File: config.mk
export PLATFORM = sky130hd
export DESIGN_NAME = tsm_slave_ctrl
export DESIGN_NICKNAME = d
export VERILOG_FILES = /design/src/verilog/tsm_pkg.sv /design/src/verilog/tsm_slave_ctrl.sv
export SDC_FILE = /design/constraint.sdc
export NUM_CORES = 1
export LEC_CHECK = 0
export ABC_CLOCK_PERIOD_IN_PS = 1500
export BUFFER_PORTS_ARGS = -buffer_cell sky130_fd_sc_hd__buf_4
export CAP_MARGIN = 20
export CORE_ASPECT_RATIO = 0.9
export CORE_MARGIN = 2
export CORE_UTILIZATION = 40
export CTS_BUF_LIST = sky130_fd_sc_hd__clkbuf_8
export DETAILED_ROUTE_END_ITERATION = 10
export GPL_ROUTABILITY_DRIVEN = 0
export PLACE_DENSITY = 0.81
export REMOVE_ABC_BUFFERS = 1
export SLEW_MARGIN = 15
export SYNTH_ARGS = -nofsm -noshare
export SYNTH_HDL_FRONTEND = slang
export SYNTH_SLANG_ARGS = --single-unit
File: constraint.sdc
create_clock -name core_clk -period 1.5 [get_ports core_clk]
set_input_delay 0.075 -clock core_clk [delete_from_list [all_inputs] [get_ports core_clk]]
set_output_delay 0.075 -clock core_clk [all_outputs]
set_load 0.1 [all_outputs]
File: src/verilog/tsm_pkg.sv
// package: register map, field layout and enumerations of the slave mode controller
package tsm_pkg;

	// ------------------------------------------------------------
	// register map
	// ------------------------------------------------------------
	localparam int                ADDR_W            = 8;
	localparam int                DATA_W            = 32;
	localparam logic [ADDR_W-1:0] OFS_COUNTER_CTRL  = 8'h00;
	localparam logic [ADDR_W-1:0] OFS_SLAVE_MODE    = 8'h08;
	localparam logic [ADDR_W-1:0] OFS_SLAVE_STATUS  = 8'h24;

	// ------------------------------------------------------------
	// field positions
	// ------------------------------------------------------------
	localparam int SMC_SMS_LSB  = 0;
	localparam int SMC_OCCS_BIT = 3;
	localparam int SMC_TS_LSB   = 4;
	localparam int SMC_MSM_BIT  = 7;
	localparam int SMC_USED_W   = 8;
	localparam int CTL_RUN_BIT  = 0;
	localparam int STA_USED_W   = 3;

	// ------------------------------------------------------------
	// modes and sources, listed in encoding order
	// ------------------------------------------------------------
	typedef enum logic [2:0] {
		SMS_DISABLED,
		SMS_ENCODER_1,
		SMS_ENCODER_2,
		SMS_ENCODER_3,
		SMS_RESET,
		SMS_GATED,
		SMS_TRIGGER,
		SMS_EXT_CLOCK
	} tsm_mode_t;

	typedef enum logic [2:0] {
		TS_INTERNAL_TRIGGER_0,
		TS_INTERNAL_TRIGGER_1,
		TS_INTERNAL_TRIGGER_2,
		TS_INTERNAL_TRIGGER_3,
		TS_TI1_EDGE,
		TS_TI1_FILT,
		TS_TI2_FILT,
		TS_RESERVED
	} tsm_src_t;

	typedef struct packed {
		logic      sync_delay_enable;
		tsm_src_t  trigger_source_select;
		logic      ref_clear_select;
		tsm_mode_t slave_mode_select;
	} tsm_smcr_t;

	localparam tsm_smcr_t SMCR_RESET = '0;

	typedef struct packed {
		logic step;
		logic down;
		logic reinit;
		logic update;
	} tsm_count_t;

endpackage : tsm_pkg

File: src/verilog/tsm_slave_ctrl.sv
// module: timer slave mode controller with its register port
//
// Added by the designer: the strobed register port.
`timescale 1ns/1ps
`default_nettype none

// ------------------------------------------------------------
// slave mode controller
// ------------------------------------------------------------
// Notes on behaviour
// sync delay bit postpones trigger effects one cycle
// trigger source field picks the trigger input
// codes 000..011 pick internal triggers 0..3
// 100 edge pulse, 101 input1, 110 input2
// software changes source only while unused
// clear source: pin when 0, external trigger 1
// external trigger edge follows input polarity; the code inverts only input1 and input2, not filtered_external_trigger
// mode 000: enable follows run bit only
// mode 001: step on input2, direction from input1
// mode 010: step on input1, direction from input2
// mode 011: step on both, other sets direction
// mode 100: rising edge reinitialises and updates
// mode 101: run only while trigger high
// mode 110: rising edge starts, never stops
// mode 111: rising trigger edges clock counter
// software avoids gated mode with edge pulse
// edge pulse on every input1 transition
// trigger 0 advanced timer, 3 timer14 compare
// gated enable on trigger output delayed unless sync
// trigger start sets the run bit
module tsm_slave_ctrl
	import tsm_pkg::*;
(
	input  wire logic              core_clk,
	input  wire logic              rst_n,
	input  wire logic [ADDR_W-1:0] reg_addr,
	input  wire logic [DATA_W-1:0] reg_wdata,
	input  wire logic              reg_wr,
	input  wire logic              reg_rd,
	output logic      [DATA_W-1:0] reg_rdata,
	input  wire logic              advanced_control_timer,
	input  wire logic              timer14_channel1_compare_out,
	input  wire logic              input1_filtered_raw,
	input  wire logic              filtered_input_1,
	input  wire logic              filtered_input_2,
	input  wire logic              input1_invert,
	input  wire logic              input2_invert,
	input  wire logic              ref_clear_pin_input,
	input  wire logic              filtered_external_trigger,
	output logic                   ref_clear_internal,
	output logic                   counter_enable,
	output logic                   trigger_output,
	output logic                   count_step,
	output logic                   count_down,
	output logic                   counter_reinit,
	output logic                   update_request,
	output logic                   input1_edge_pulse
);

	// ------------------------------------------------------------
	// functions
	// ------------------------------------------------------------
	// reserved internal triggers and the reserved code read as a quiet zero
	function automatic logic pick_trigger(tsm_src_t src, logic [3:0] itr, logic edge_p,
			logic ti1, logic ti2);
		logic res;
		res = 1'b0;
		unique case (src)
			TS_INTERNAL_TRIGGER_0, TS_INTERNAL_TRIGGER_1, TS_INTERNAL_TRIGGER_2, TS_INTERNAL_TRIGGER_3: res = itr[src[1:0]];
			TS_TI1_EDGE: res = edge_p;
			TS_TI1_FILT: res = ti1;
			TS_TI2_FILT: res = ti2;
			TS_RESERVED: res = 1'b0;
		endcase
		return res;
	endfunction : pick_trigger

	function automatic logic mode_is(tsm_smcr_t c, tsm_mode_t m);
		return c.slave_mode_select == m;
	endfunction : mode_is

	// ------------------------------------------------------------
	// registers
	// ------------------------------------------------------------
	tsm_smcr_t  smcr_q;
	logic       run_q;
	logic       run_d;
	logic       ti1_prev_q;
	logic       ti2_prev_q;
	logic       raw_prev_q;
	logic       edge_q;
	logic       trigger_input_prev_q;
	logic       rise_dly_q;
	logic       trigger_input_dly_q;
	logic       enable_prev_q;
	logic [3:0] itr;
	logic       ti1_pol;
	logic       ti2_pol;
	logic       trigger_input;
	logic       trig_rise;
	logic       eff_rise;
	logic       eff_level;
	logic       enable_d;
	tsm_count_t cnt_d;
	tsm_count_t cnt_q;
	logic       ti1_edge;
	logic       ti2_edge;
	logic       wr_ctl;
	logic       wr_smc;

	assign wr_ctl = reg_wr && reg_addr == OFS_COUNTER_CTRL;
	assign wr_smc = reg_wr && reg_addr == OFS_SLAVE_MODE;

	always_ff @(posedge core_clk) begin
		if (!rst_n) begin
			smcr_q <= SMCR_RESET;
		end else if (wr_smc) begin
			// source may only be changed while unused; no guard in hardware
			smcr_q <= tsm_smcr_t'(reg_wdata[SMC_USED_W-1:0]);
		end
	end

	// a trigger start in the same cycle as a software clear keeps the bit set
	always_comb begin
		run_d = run_q;
		if (wr_ctl) begin
			run_d = reg_wdata[CTL_RUN_BIT];
		end
		if (mode_is(smcr_q, SMS_TRIGGER) && eff_rise) begin
			run_d = 1'b1; // see R14
		end
	end

	always_ff @(posedge core_clk) begin
		if (!rst_n) begin
			run_q <= 1'b0;
		end else begin
			run_q <= run_d;
		end
	end

	always_ff @(posedge core_clk) begin
		if (!rst_n) begin
			reg_rdata <= '0;
		end else if (reg_rd) begin
			unique case (reg_addr)
				OFS_COUNTER_CTRL: reg_rdata <= DATA_W'(run_q);
				OFS_SLAVE_MODE:   reg_rdata <= DATA_W'(smcr_q);
				OFS_SLAVE_STATUS: reg_rdata <= DATA_W'({trigger_output, counter_enable, trigger_input});
				default:          reg_rdata <= '0;
			endcase
		end else begin
			reg_rdata <= '0;
		end
	end

	// ------------------------------------------------------------
	// trigger selection
	// ------------------------------------------------------------
	assign itr     = {timer14_channel1_compare_out, 1'b0, 1'b0, advanced_control_timer};
	assign ti1_pol = filtered_input_1 ^ input1_invert;
	assign ti2_pol = filtered_input_2 ^ input2_invert;
	assign trigger_input    = pick_trigger(smcr_q.trigger_source_select, itr, edge_q,
			ti1_pol, ti2_pol); // see R3

	always_ff @(posedge core_clk) begin
		if (!rst_n) begin
			raw_prev_q <= 1'b0;
			edge_q     <= 1'b0;
		end else begin
			raw_prev_q <= input1_filtered_raw;
			edge_q     <= input1_filtered_raw ^ raw_prev_q;
		end
	end

	// the delayed copy lets this timer act one cycle late, in step with its slaves
	assign trig_rise = trigger_input && !trigger_input_prev_q;
	assign eff_rise  = smcr_q.sync_delay_enable ? rise_dly_q : trig_rise;
	assign eff_level = smcr_q.sync_delay_enable ? trigger_input_dly_q : trigger_input;

	always_ff @(posedge core_clk) begin
		if (!rst_n) begin
			trigger_input_prev_q <= 1'b0;
			rise_dly_q  <= 1'b0;
			trigger_input_dly_q  <= 1'b0;
		end else begin
			trigger_input_prev_q <= trigger_input;
			rise_dly_q  <= trig_rise;
			trigger_input_dly_q  <= trigger_input;
		end
	end

	// ------------------------------------------------------------
	// counter control
	// ------------------------------------------------------------
	assign ti1_edge = ti1_pol != ti1_prev_q;
	assign ti2_edge = ti2_pol != ti2_prev_q;

	always_comb begin
		cnt_d    = '0;
		enable_d = run_q;
		unique case (smcr_q.slave_mode_select)
			SMS_DISABLED: enable_d = run_q;
			SMS_ENCODER_1: begin
				cnt_d.step = run_q && ti2_edge;
				cnt_d.down = ti1_pol ~^ ti2_pol;
			end
			SMS_ENCODER_2: begin
				cnt_d.step = run_q && ti1_edge;
				cnt_d.down = ti1_pol ^ ti2_pol;
			end
			SMS_ENCODER_3: begin
				// simultaneous edges on both inputs are an illegal step and are dropped
				cnt_d.step = run_q && (ti1_edge ^ ti2_edge);
				cnt_d.down = ti1_edge ? (ti1_pol ^ ti2_pol) : (ti1_pol ~^ ti2_pol);
			end
			SMS_RESET: begin
				cnt_d.reinit = eff_rise;
				cnt_d.update = eff_rise;
			end
			// pulses from the edge detector open the gate for one cycle each; no guard in hardware
			SMS_GATED:   enable_d = run_q && eff_level;
			SMS_TRIGGER: enable_d = run_d;
			SMS_EXT_CLOCK: begin
				enable_d   = 1'b0;
				cnt_d.step = eff_rise;
			end
		endcase
	end

	always_ff @(posedge core_clk) begin
		if (!rst_n) begin
			ti1_prev_q <= 1'b0;
			ti2_prev_q <= 1'b0;
			cnt_q      <= '0;
		end else begin
			ti1_prev_q <= ti1_pol;
			ti2_prev_q <= ti2_pol;
			cnt_q      <= cnt_d;
		end
	end

	always_ff @(posedge core_clk) begin
		if (!rst_n) begin
			counter_enable <= 1'b0;
			enable_prev_q  <= 1'b0;
			trigger_output <= 1'b0;
		end else begin
			counter_enable <= enable_d;
			enable_prev_q  <= enable_d;
			if (mode_is(smcr_q, SMS_GATED) && !smcr_q.sync_delay_enable) begin
				trigger_output <= enable_prev_q;
			end else begin
				trigger_output <= enable_d;
			end
		end
	end

	always_ff @(posedge core_clk) begin
		if (!rst_n) begin
			ref_clear_internal <= 1'b0;
		end else begin
			ref_clear_internal <= smcr_q.ref_clear_select ? filtered_external_trigger
					: ref_clear_pin_input;
		end
	end

	assign count_step        = cnt_q.step;
	assign count_down        = cnt_q.down;
	assign counter_reinit    = cnt_q.reinit;
	assign update_request    = cnt_q.update;
	assign input1_edge_pulse = edge_q;
endmodule : tsm_slave_ctrl

`default_nettype wire

After elaboration in Yosys (flattened, before gate mapping). Cells that the tools add are included. Widths: inputs -> output; s select.

Input bits: 53. Word-level logic and storage cells: 73. Output and inout bits: 40. Register bits after elaboration: 53.

Reduce and logical (&&, ||, !) cells: 16. Equal/unequal tests: 18. Multiplexer cells: 14. Bitwise logic cells: 6. $lt $le $gt $ge: 1.

Operators with widths (count): $eq 3x3->1 const B (8); $pmux 8 s3 (1); $eq 3x2->1 const B (4); $logic_and 1x1->1 (9); $eq 8x4->1 const B (1); $eq 8x6->1 const B (1); $logic_not 8->1 (1); $mux 1 (8); $eq 3x1->1 const B (2); $pmux 1 s3 (2); $pmux 1 s5 (1); $xor 1x1->1 (5); $pmux 1 s4 (1); $reduce_and 2->1 (2); $reduce_or 4->1 (1); $logic_not 3->1 (1); $lt 2x3->1 const B (1); $bmux 1 s2 (1); $logic_not 1->1 (2); $ne 1x1->1 (2); $xnor 1x1->1 (1).

Logic depth before layout (Yosys ltp). Gate-level depths: netlist of the first run.

Depth in word-level cells: 9. Mapped depth: 6. Mapped depth without buffers: 5.

Worst setup path before layout of the first run. Ideal clock, no wire load.

Kind: register to register. Start: register edge_q, in the netlist input1_edge_pulse. End: register cnt_q (netlist bit count_step). Buffers on the path: 0. Required time: 1.412 ns. Library setup time: 0.088 ns. Arrival time: 1.995 ns. Stages on the path, launching flop included: 6. Setup slack: -0.583 ns. Cell sequence: dfxtp_1 nor2_1 a211o_1 a311oi_2 a21oi_2 o32ai_2.

Cells in the longest elaborated chain, start to end: 4.

RTL lines: start, declared (RTL line tsm_slave_ctrl.sv:91) `logic edge_q;`; start signal, assigned (RTL line tsm_slave_ctrl.sv:172) `edge_q <= input1_filtered_raw ^ raw_prev_q;`; $pmux 1 s5 (RTL line tsm_slave_ctrl.sv:68) `unique case (src)`; $logic_and 1x1->1 (RTL line tsm_slave_ctrl.sv:177) `assign trig_rise = trigger_input && !trigger_input_prev_q;`; $mux 1 (RTL line tsm_slave_ctrl.sv:178) `assign eff_rise = smcr_q.sync_delay_enable ? rise_dly_q : trig_rise;`; $pmux 1 s4 (RTL line tsm_slave_ctrl.sv:202) `unique case (smcr_q.slave_mode_select)`; end signal, assigned (RTL line tsm_slave_ctrl.sv:239) `cnt_q <= cnt_d;`; end, declared (RTL line tsm_slave_ctrl.sv:105) `tsm_count_t cnt_q;`.

No other way between the ends. A chain may end at the register's enable or synchronous reset.

Final worst setup path of the first run.
Start: register smcr_q[5] (netlist bit). End: register cnt_q (netlist bit count_step).

Cells in the longest elaborated chain, start to end: 6. Elaborated cells on any way between the ends: 15. Those cells by class: 7 x eq/ne; 5 x mux; 3 x reduce/logical.

RTL lines: start, declared (RTL line tsm_slave_ctrl.sv:85) `tsm_smcr_t smcr_q;`; start signal, assigned (RTL line tsm_slave_ctrl.sv:119) `smcr_q <= tsm_smcr_t'(reg_wdata[SMC_USED_W-1:0]);`; $eq 3x1->1, or another cell as far along (RTL line tsm_slave_ctrl.sv:68); $reduce_or 4->1 or $mux 1 (tied branches) (RTL line tsm_slave_ctrl.sv:68, tsm_slave_ctrl.sv:69); $pmux 1 s5 * (RTL line tsm_slave_ctrl.sv:68); $logic_and 1x1->1 * (RTL line tsm_slave_ctrl.sv:177); $mux 1 * (RTL line tsm_slave_ctrl.sv:178); $pmux 1 s4 * (RTL line tsm_slave_ctrl.sv:202).

Mark *: on every way between the ends. The rest lies on a longest branch, timed or not. The select of a mux whose other input is x is not followed.

==> metrics.md, run 1 <==
| Metric | Value |
|---|---|
| Root buffer cell | `clkbuf_8` |
| DR WL/cell | `11.7 µm` |
| Syn Inst Count | `161` |
| CTS tree | `yes` |
| IO Count | `93` |
| Critical path arrival | `1600 ps` |
| CP endpoint kind | `flip-flop` |
| Status | `completed` |
| Crit path max-delay cell type | `dfxtp_2` |
| Crit path launch type | `flip-flop` |
| Synth cell count leaders | `dfxtp_1 (29), buf_4 (25), nor2_1 (12)` |
| Post-synth ARST share | `0%` |
| Min cycle time layout | `1420 ps` |
| Clock Pin Slew Worst Setup and Hold Paths | `60 ps` |
| Worst-case vdd ir drop | `591 µV` |
| Max-cap viol count | `0` |
| Fin area | `2070 µm²` |
| Bufs on Longest Clock Path | `2` |
| Vert. Die Dim | `62.5 µm` |
| Final hold violation count | `0` |
| DP HPWL | `2.33 mm` |
| Avg Cell Area, Syn | `9.45 µm²` |
| Pwr/cell area | `896 nW/µm²` |
| WP buf/inv | `1` |
| Final worst-path cycle share | `94.6%` |
| Count leader, synth | `dfxtp_1` |
| Fmax | `705 MHz` |
| DP Area | `1900 µm²` |
| Vias in the first global route | `1,224` |
| WL final | `3.14 mm` |
| Worst hold path type | `input port to flip-flop` |
| I/O Buffers | `44` |
| Die Area | `4310 µm²` |
| Row count | `21` |
| Post-synth EDFFs | `0` |
| Avg Vias per Cell | `4.62` |
| NumNets Final | `275` |
| CTS buffer count | `5` |
| CTS Sinks | `29` |
| Initial detailed-routing violation count | `20` |
| Total gr overflow | `0` |
| Synth Register Bits | `29` |
| Clock latency on the worst-skew pair | `280 ps` |
| Largest net degree at the start of global routing | `24` |
| Via count | `1,242` |
| Cell taking the most area after synthesis | `dfxtp_1` |
| Clk_skew | `5.58 ps` |
| Global-route wire length before repair | `5.43 mm` |
| Register area share after synthesis | `38.2%` |
| RSZ-0062 raised after global routing | `yes` |
| Layout cells sized above 1 | `40.4%` |
| Max-slew violation count | `0` |
| Netlist Area Pre-Place | `1520 µm²` |
| Critical path's top delay family | `compound AO/OA/AOI/OAI gates` |
| Post-route ant nets | `0` |
| Die W | `69.0 µm` |
| Leakage | `0.953 nW` |
| Crit Path Category | `flip-flop to flip-flop` |
| CTS H-tree lvls | `2` |
| DRC Markers | `0` |
| Worst path cell trace | `nor3b_2, a311oi_1, buf_4, a311oi_4, a21oi_2, o32ai_2` |
| Worst path max stage delay | `340 ps` |
| Post-synth top area share | `38.2%` |
| Synth Warn # | `0` |
| P&R area growth vs syn | `35.8%` |
| Number of diodes | `0` |
| Tot GR Track Use | `15.5%` |
| Initial antenna violation count | `0` |
| Initial core utilization | `41.4%` |
| Worst endpoint required time | `1680 ps` |
| Core area | `3680 µm²` |
| Final Power | `1.85 mW` |
| Drt pass-1 iters | `4` |
| Post-synth cell types | `45` |
| Most area-consuming cells after synthesis | `dfxtp_1 (38%), buf_4 (12%), mux2i_1 (6.6%), nor2b_1 (4.5%), and2_1 (3.3%)` |
| Ys flop type | `dfxtp_1` |
| Setup violations, final | `0` |
| Crit-path max FO | `5` |
## path summary, 6_finish.rpt
| kind | start | to | slack (ps) | cells past startpoint |
|---|---|---|---|---|
| setup reg to reg | smcr_q[5]$_SDFFE_PN0P_ | count_step$_SDFF_PN0_ | 80 | 6 |
| hold reg to reg | trigger_input_dly_q$_SDFF_PN0_ | rise_dly_q$_SDFF_PN0_ | 470 | 1 |
| hold / removal | input1_filtered_raw | raw_prev_q$_SDFF_PN0_ | 10 | 2 |
| setup / recovery | smcr_q[5]$_SDFFE_PN0P_ | count_step$_SDFF_PN0_ | 80 | 6 |
## kinds of logic after synthesis
kind of cell | after synthesis | synth area share [%]
XOR/XNOR | 8 | 5.10
buffers and inverters | 33 | 14.3
AND/OR/NAND/NOR | 60 | 23.3
multiplexers | 11 | 7.32
AO/OA/AOI/OAI | 19 | 11.6
flip-flops | 29 | 38.2
other | 1 | 0.246
## layer usage
metal / up-vias / part of all wire, % / track usage [%]
met1: 569 / 42 / 17.8
met4: 0 / 0.99 / 4.90
met3: 4 / 8.5 / 6.77
met2: 48 / 49 / 26.0
li1: 621 / - / -
met5: - / 0 / 0
## flip-flops by register name, indices dropped and copies added, names as in the netlist
| register | cells |
|---|---|
| reg_rdata | 8 |
| smcr_q | 8 |
| count_down | 1 |
| count_step | 1 |
| enable_prev_q | 1 |
| input1_edge_pulse | 1 |
| raw_prev_q | 1 |
| ref_clear_internal | 1 |
| rise_dly_q | 1 |
| run_q | 1 |
| ti1_prev_q | 1 |
| ti2_prev_q | 1 |
| trigger_input_dly_q | 1 |
| trigger_output | 1 |
| update_request | 1 |
## power by group
group	total (mW)	internal [mW]	switching (mW)	leakage (nW)
Combinational	0.463	0.106	0.357	0.667
Sequential	0.789	0.781	0.00734	0.237
Clock	0.599	0.313	0.286	0.0491
## cell type report
cell class                      count  area (µm²)
Fill cell                         358        1610
Timing Repair Buffer               61         458
Multi-Input combinational cell    122         871
Tap cell                           46        57.6
Sequential cell                    29         586
Clock buffer                        5        68.8
Clock inverter                      3        13.8
Inverter                            3        11.3
## worst register-to-register path: cells and delay by family (launching register included)
kind	cells	cell delay [ps]
simple gates	1	160
compound gates	4	650
buf+inv	1	170
flops	1	340
## cells in the final DEF, fill, tap and decap left out, drive strengths merged
cell type   n
o211ai      1
a31oi       1
o32ai       1
o21a        1
a311oi      2
a211o       1
dfxtp      29
nor4bb      1
nor3        2
and2        8
nand2       9
nand3       4
mux2        1
o21ai       3
or3         1
nand3b      2
o31ai       2
mux2i      10
buf        61
a21oi       1
a22oi       1
nand4       1
a32oi       2
nand2b      3
inv         4
xor2        4
clkinv      2
conb       24
nand4b      1
nor2       13
a21boi      1
o221ai      1
nor2b      11
nor3b       1
clkbuf      5
a2111oi     1
xnor2       4
nor4b       1
or4         2
## stage by stage
step | util [%] | worst slack, ps | setup TNS, ps | hold WS (ps) | cells
final | 56.2 | 81.1 | 0 | 12.9 | 269
after global routing | 56.2 | -26.4 | -82.6 | 21.3 | 269
after CTS | 54.9 | 0.0259 | 0 | 10.2 | 267
after detailed placement | 51.7 | -153 | -794 | 303 | 259
after global placement | 51.7 | -53.8 | -331 | 295 | 259
after floorplan | - | -583 | -3610 | 183 | 154
## repair_timing
action,4_1_cts,5_1_grt
hold buffers,0,0
pin swaps,2,7
setup endpoints to repair,6,7
resized for setup,9,4
setup buffers,0,2
(Power assumes the default switching activity.)
==> inputs of run 2 (changes only) <==
Settings changed: GPL_ROUTABILITY_DRIVEN 0 to 1, SETUP_SLACK_MARGIN set to 0.5.
==> metrics.md, run 2 (same netlist as run 1, synthesis figures left out) <==
| Metric | Value |
|---|---|
| Layout cells sized above 1 | `44.0%` |
| Die Area | `4310 µm²` |
| CTS H-tree lvls | `2` |
| Psw | `0.656 mW` |
| Post-route ant nets | `0` |
| Tot GR Track Use | `15.7%` |
| Status | `completed` |
| I/O Buffers | `44` |
| Number of diodes | `0` |
| Critical path arrival | `1610 ps` |
| Max-slew violation count | `0` |
| Final hold violation count | `0` |
| Initial antenna violation count | `0` |
| RSZ-0062 raised after global routing | `yes` |
| Cell Int Power | `1.20 mW` |
| Crit path launch type | `flip-flop` |
| RePlAce Congestion | `0.813` |
| Sequential power share | `42.4%` |
| Global-route wire length before repair | `5.44 mm` |
| Worst endpoint required time | `1680 ps` |
| Worst-case vdd ir drop | `592 µV` |
| Largest net degree at the start of global routing | `24` |
| CP endpoint kind | `flip-flop` |
| Worst Hold Depth | `2` |
| Final worst-path cycle share | `94.9%` |
| Die W | `69.0 µm` |
| NumNets Final | `277` |
| Logic pwr share | `25.2%` |
| Vert. Die Dim | `62.5 µm` |
| Min-delay src | `input1_filtered_raw` |
| Dpl cells | `259` |
| Root buffer cell | `clkbuf_8` |
| FF-to-FF End | `update_request$_SDFF_PN0_` |
| Pwr/cell area | `849 nW/µm²` |
| Filler instances | `341` |
| CTS Sinks | `29` |
| WL final | `3.23 mm` |
| DP HPWL | `2.33 mm` |
| Avg Vias per Cell | `4.66` |
| Initial core utilization | `41.4%` |
| Place WS | `-153 ps` |
| Via count | `1,262` |
| Storage cell area | `587 µm²` |
| WHS | `13.3 ps` |
| Bufs on Longest Clock Path | `2` |
| Worst hold path type | `input port to flip-flop` |
| Initial detailed-routing violation count | `17` |
| Crit-path max FO | `5` |
| Worst setup margin | `75.9 ps` |
| DRC Markers | `0` |
| Fin cells | `271` |
| Biggest regs | `reg_rdata x8, smcr_q x8` |
| Hold endpoint | `raw_prev_q$_SDFF_PN0_` |
| P&R area growth vs syn | `44.0%` |
| IO Count | `93` |
| DR WL/cell | `11.9 µm` |
| Post-Route Utilization | `59.6%` |
| Leakage | `1.00 nW` |
| Drt pass-1 iters | `4` |
| Clock Pin Slew Worst Setup and Hold Paths | `60 ps` |
| Max-cap viol count | `0` |
| Clock network power share | `32.4%` |
| Core area | `3680 µm²` |
| Vias in the first global route | `1,230` |
| Crit Path Category | `flip-flop to flip-flop` |
| Register-to-register setup slack | `80 ps` |
| Commonest cells after routing, fill and taps aside | `buf_4 (49), dfxtp_1 (26), conb_1 (24)` |
| Area of the multi-input gates | `910 µm²` |
| Clk_skew | `9.24 ps` |
| Fmax | `702 MHz` |
| Reg2Reg Depth | `6` |
| CTS tree | `yes` |
| Clock latency on the worst-skew pair | `280 ps` |
| Commonest non-fill, non-tap cell in the layout | `buf_4` |
| Final Power | `1.86 mW` |
| Setup violations, final | `0` |
| Sw frac | `35.3%` |
| CTS buffer count | `5` |
| Min cycle time layout | `1420 ps` |
| Row count | `21` |
| Worst reg2reg startpoint | `smcr_q[5]$_SDFFE_PN0P_` |
| Total gr overflow | `0` |
-- run 2: area by class of cell --
| cell class | instances | area share (%) |
|---|---|---|
| repair buffers | 63 | 24.8 |
| well taps | 46 | 2.63 |
| inverters | 3 | 0.514 |
| flip-flops and latches | 29 | 26.8 |
| multi-input cells | 122 | 41.5 |
| clock buffers | 5 | 3.14 |
| clock inverters | 3 | 0.628 |
-- run 2: per-layer routing --
layer	track usage, %	vias up	routed length (µm)
met5	0	-	0
met4	4.41	0	31
met3	7.10	4	268
met2	26.7	50	1610
met1	17.8	582	1320
li1	-	626	-
-- run 2: per-stage QoR --
stage	TNS (ps)	area, µm²
floorplan	-3610	1400
global placement	-331	1900
detailed placement	-794	1900
CTS	0	2120
global route	-16.9	2190
finish	0	2190
-- run 2: worst max path at each step --
stage | startpoint | endpoint | slack [ps]
after global placement | smcr_q[4]$_SDFFE_PN0P_ | trigger_output$_SDFF_PN0_ | -50
final | smcr_q[5]$_SDFFE_PN0P_ | update_request$_SDFF_PN0_ | 80
after floorplan | input1_edge_pulse$_SDFF_PN0_ | count_step$_SDFF_PN0_ | -580
after global routing | smcr_q[5]$_SDFFE_PN0P_ | update_request$_SDFF_PN0_ | -10
after detailed placement | smcr_q[4]$_SDFFE_PN0P_ | trigger_output$_SDFF_PN0_ | -150
after CTS | smcr_q[4]$_SDFFE_PN0P_ | update_request$_SDFF_PN0_ | 30
-- run 2: repair_timing --
| item | in CTS | in global routing |
|---|---|---|
| setup endpoints to repair | 22 | 29 |
| buffers inserted | 3 | 1 |
| gates resized for setup | 24 | 15 |
| pin swaps | 14 | 7 |
| endpoints found under the hold margin | 0 | 0 |
| hold buffers | 0 | 0 |
| gates cloned | 0 | 0 |
-- run 2: critical path: stages, from the launching register on --
cell and delay [ps]:
dfxtp_2 340, nor3b_2 160, a311oi_1 60, buf_4 170
a311oi_4 240, a21oi_2 90, nor4b_2 280
-- run 2: power by group through the flow --
| stage | clock network, mW | logic [mW] | registers (mW) |
|---|---|---|---|
| finish | 0.603 | 0.469 | 0.789 |
| global route | 0.673 | 0.488 | 0.789 |
| CTS | 0.615 | 0.466 | 0.790 |
| detailed placement | 0 | 0.452 | 0.807 |
| global placement | 0 | 0.449 | 0.807 |
| floorplan | 0 | 0.325 | 0.833 |
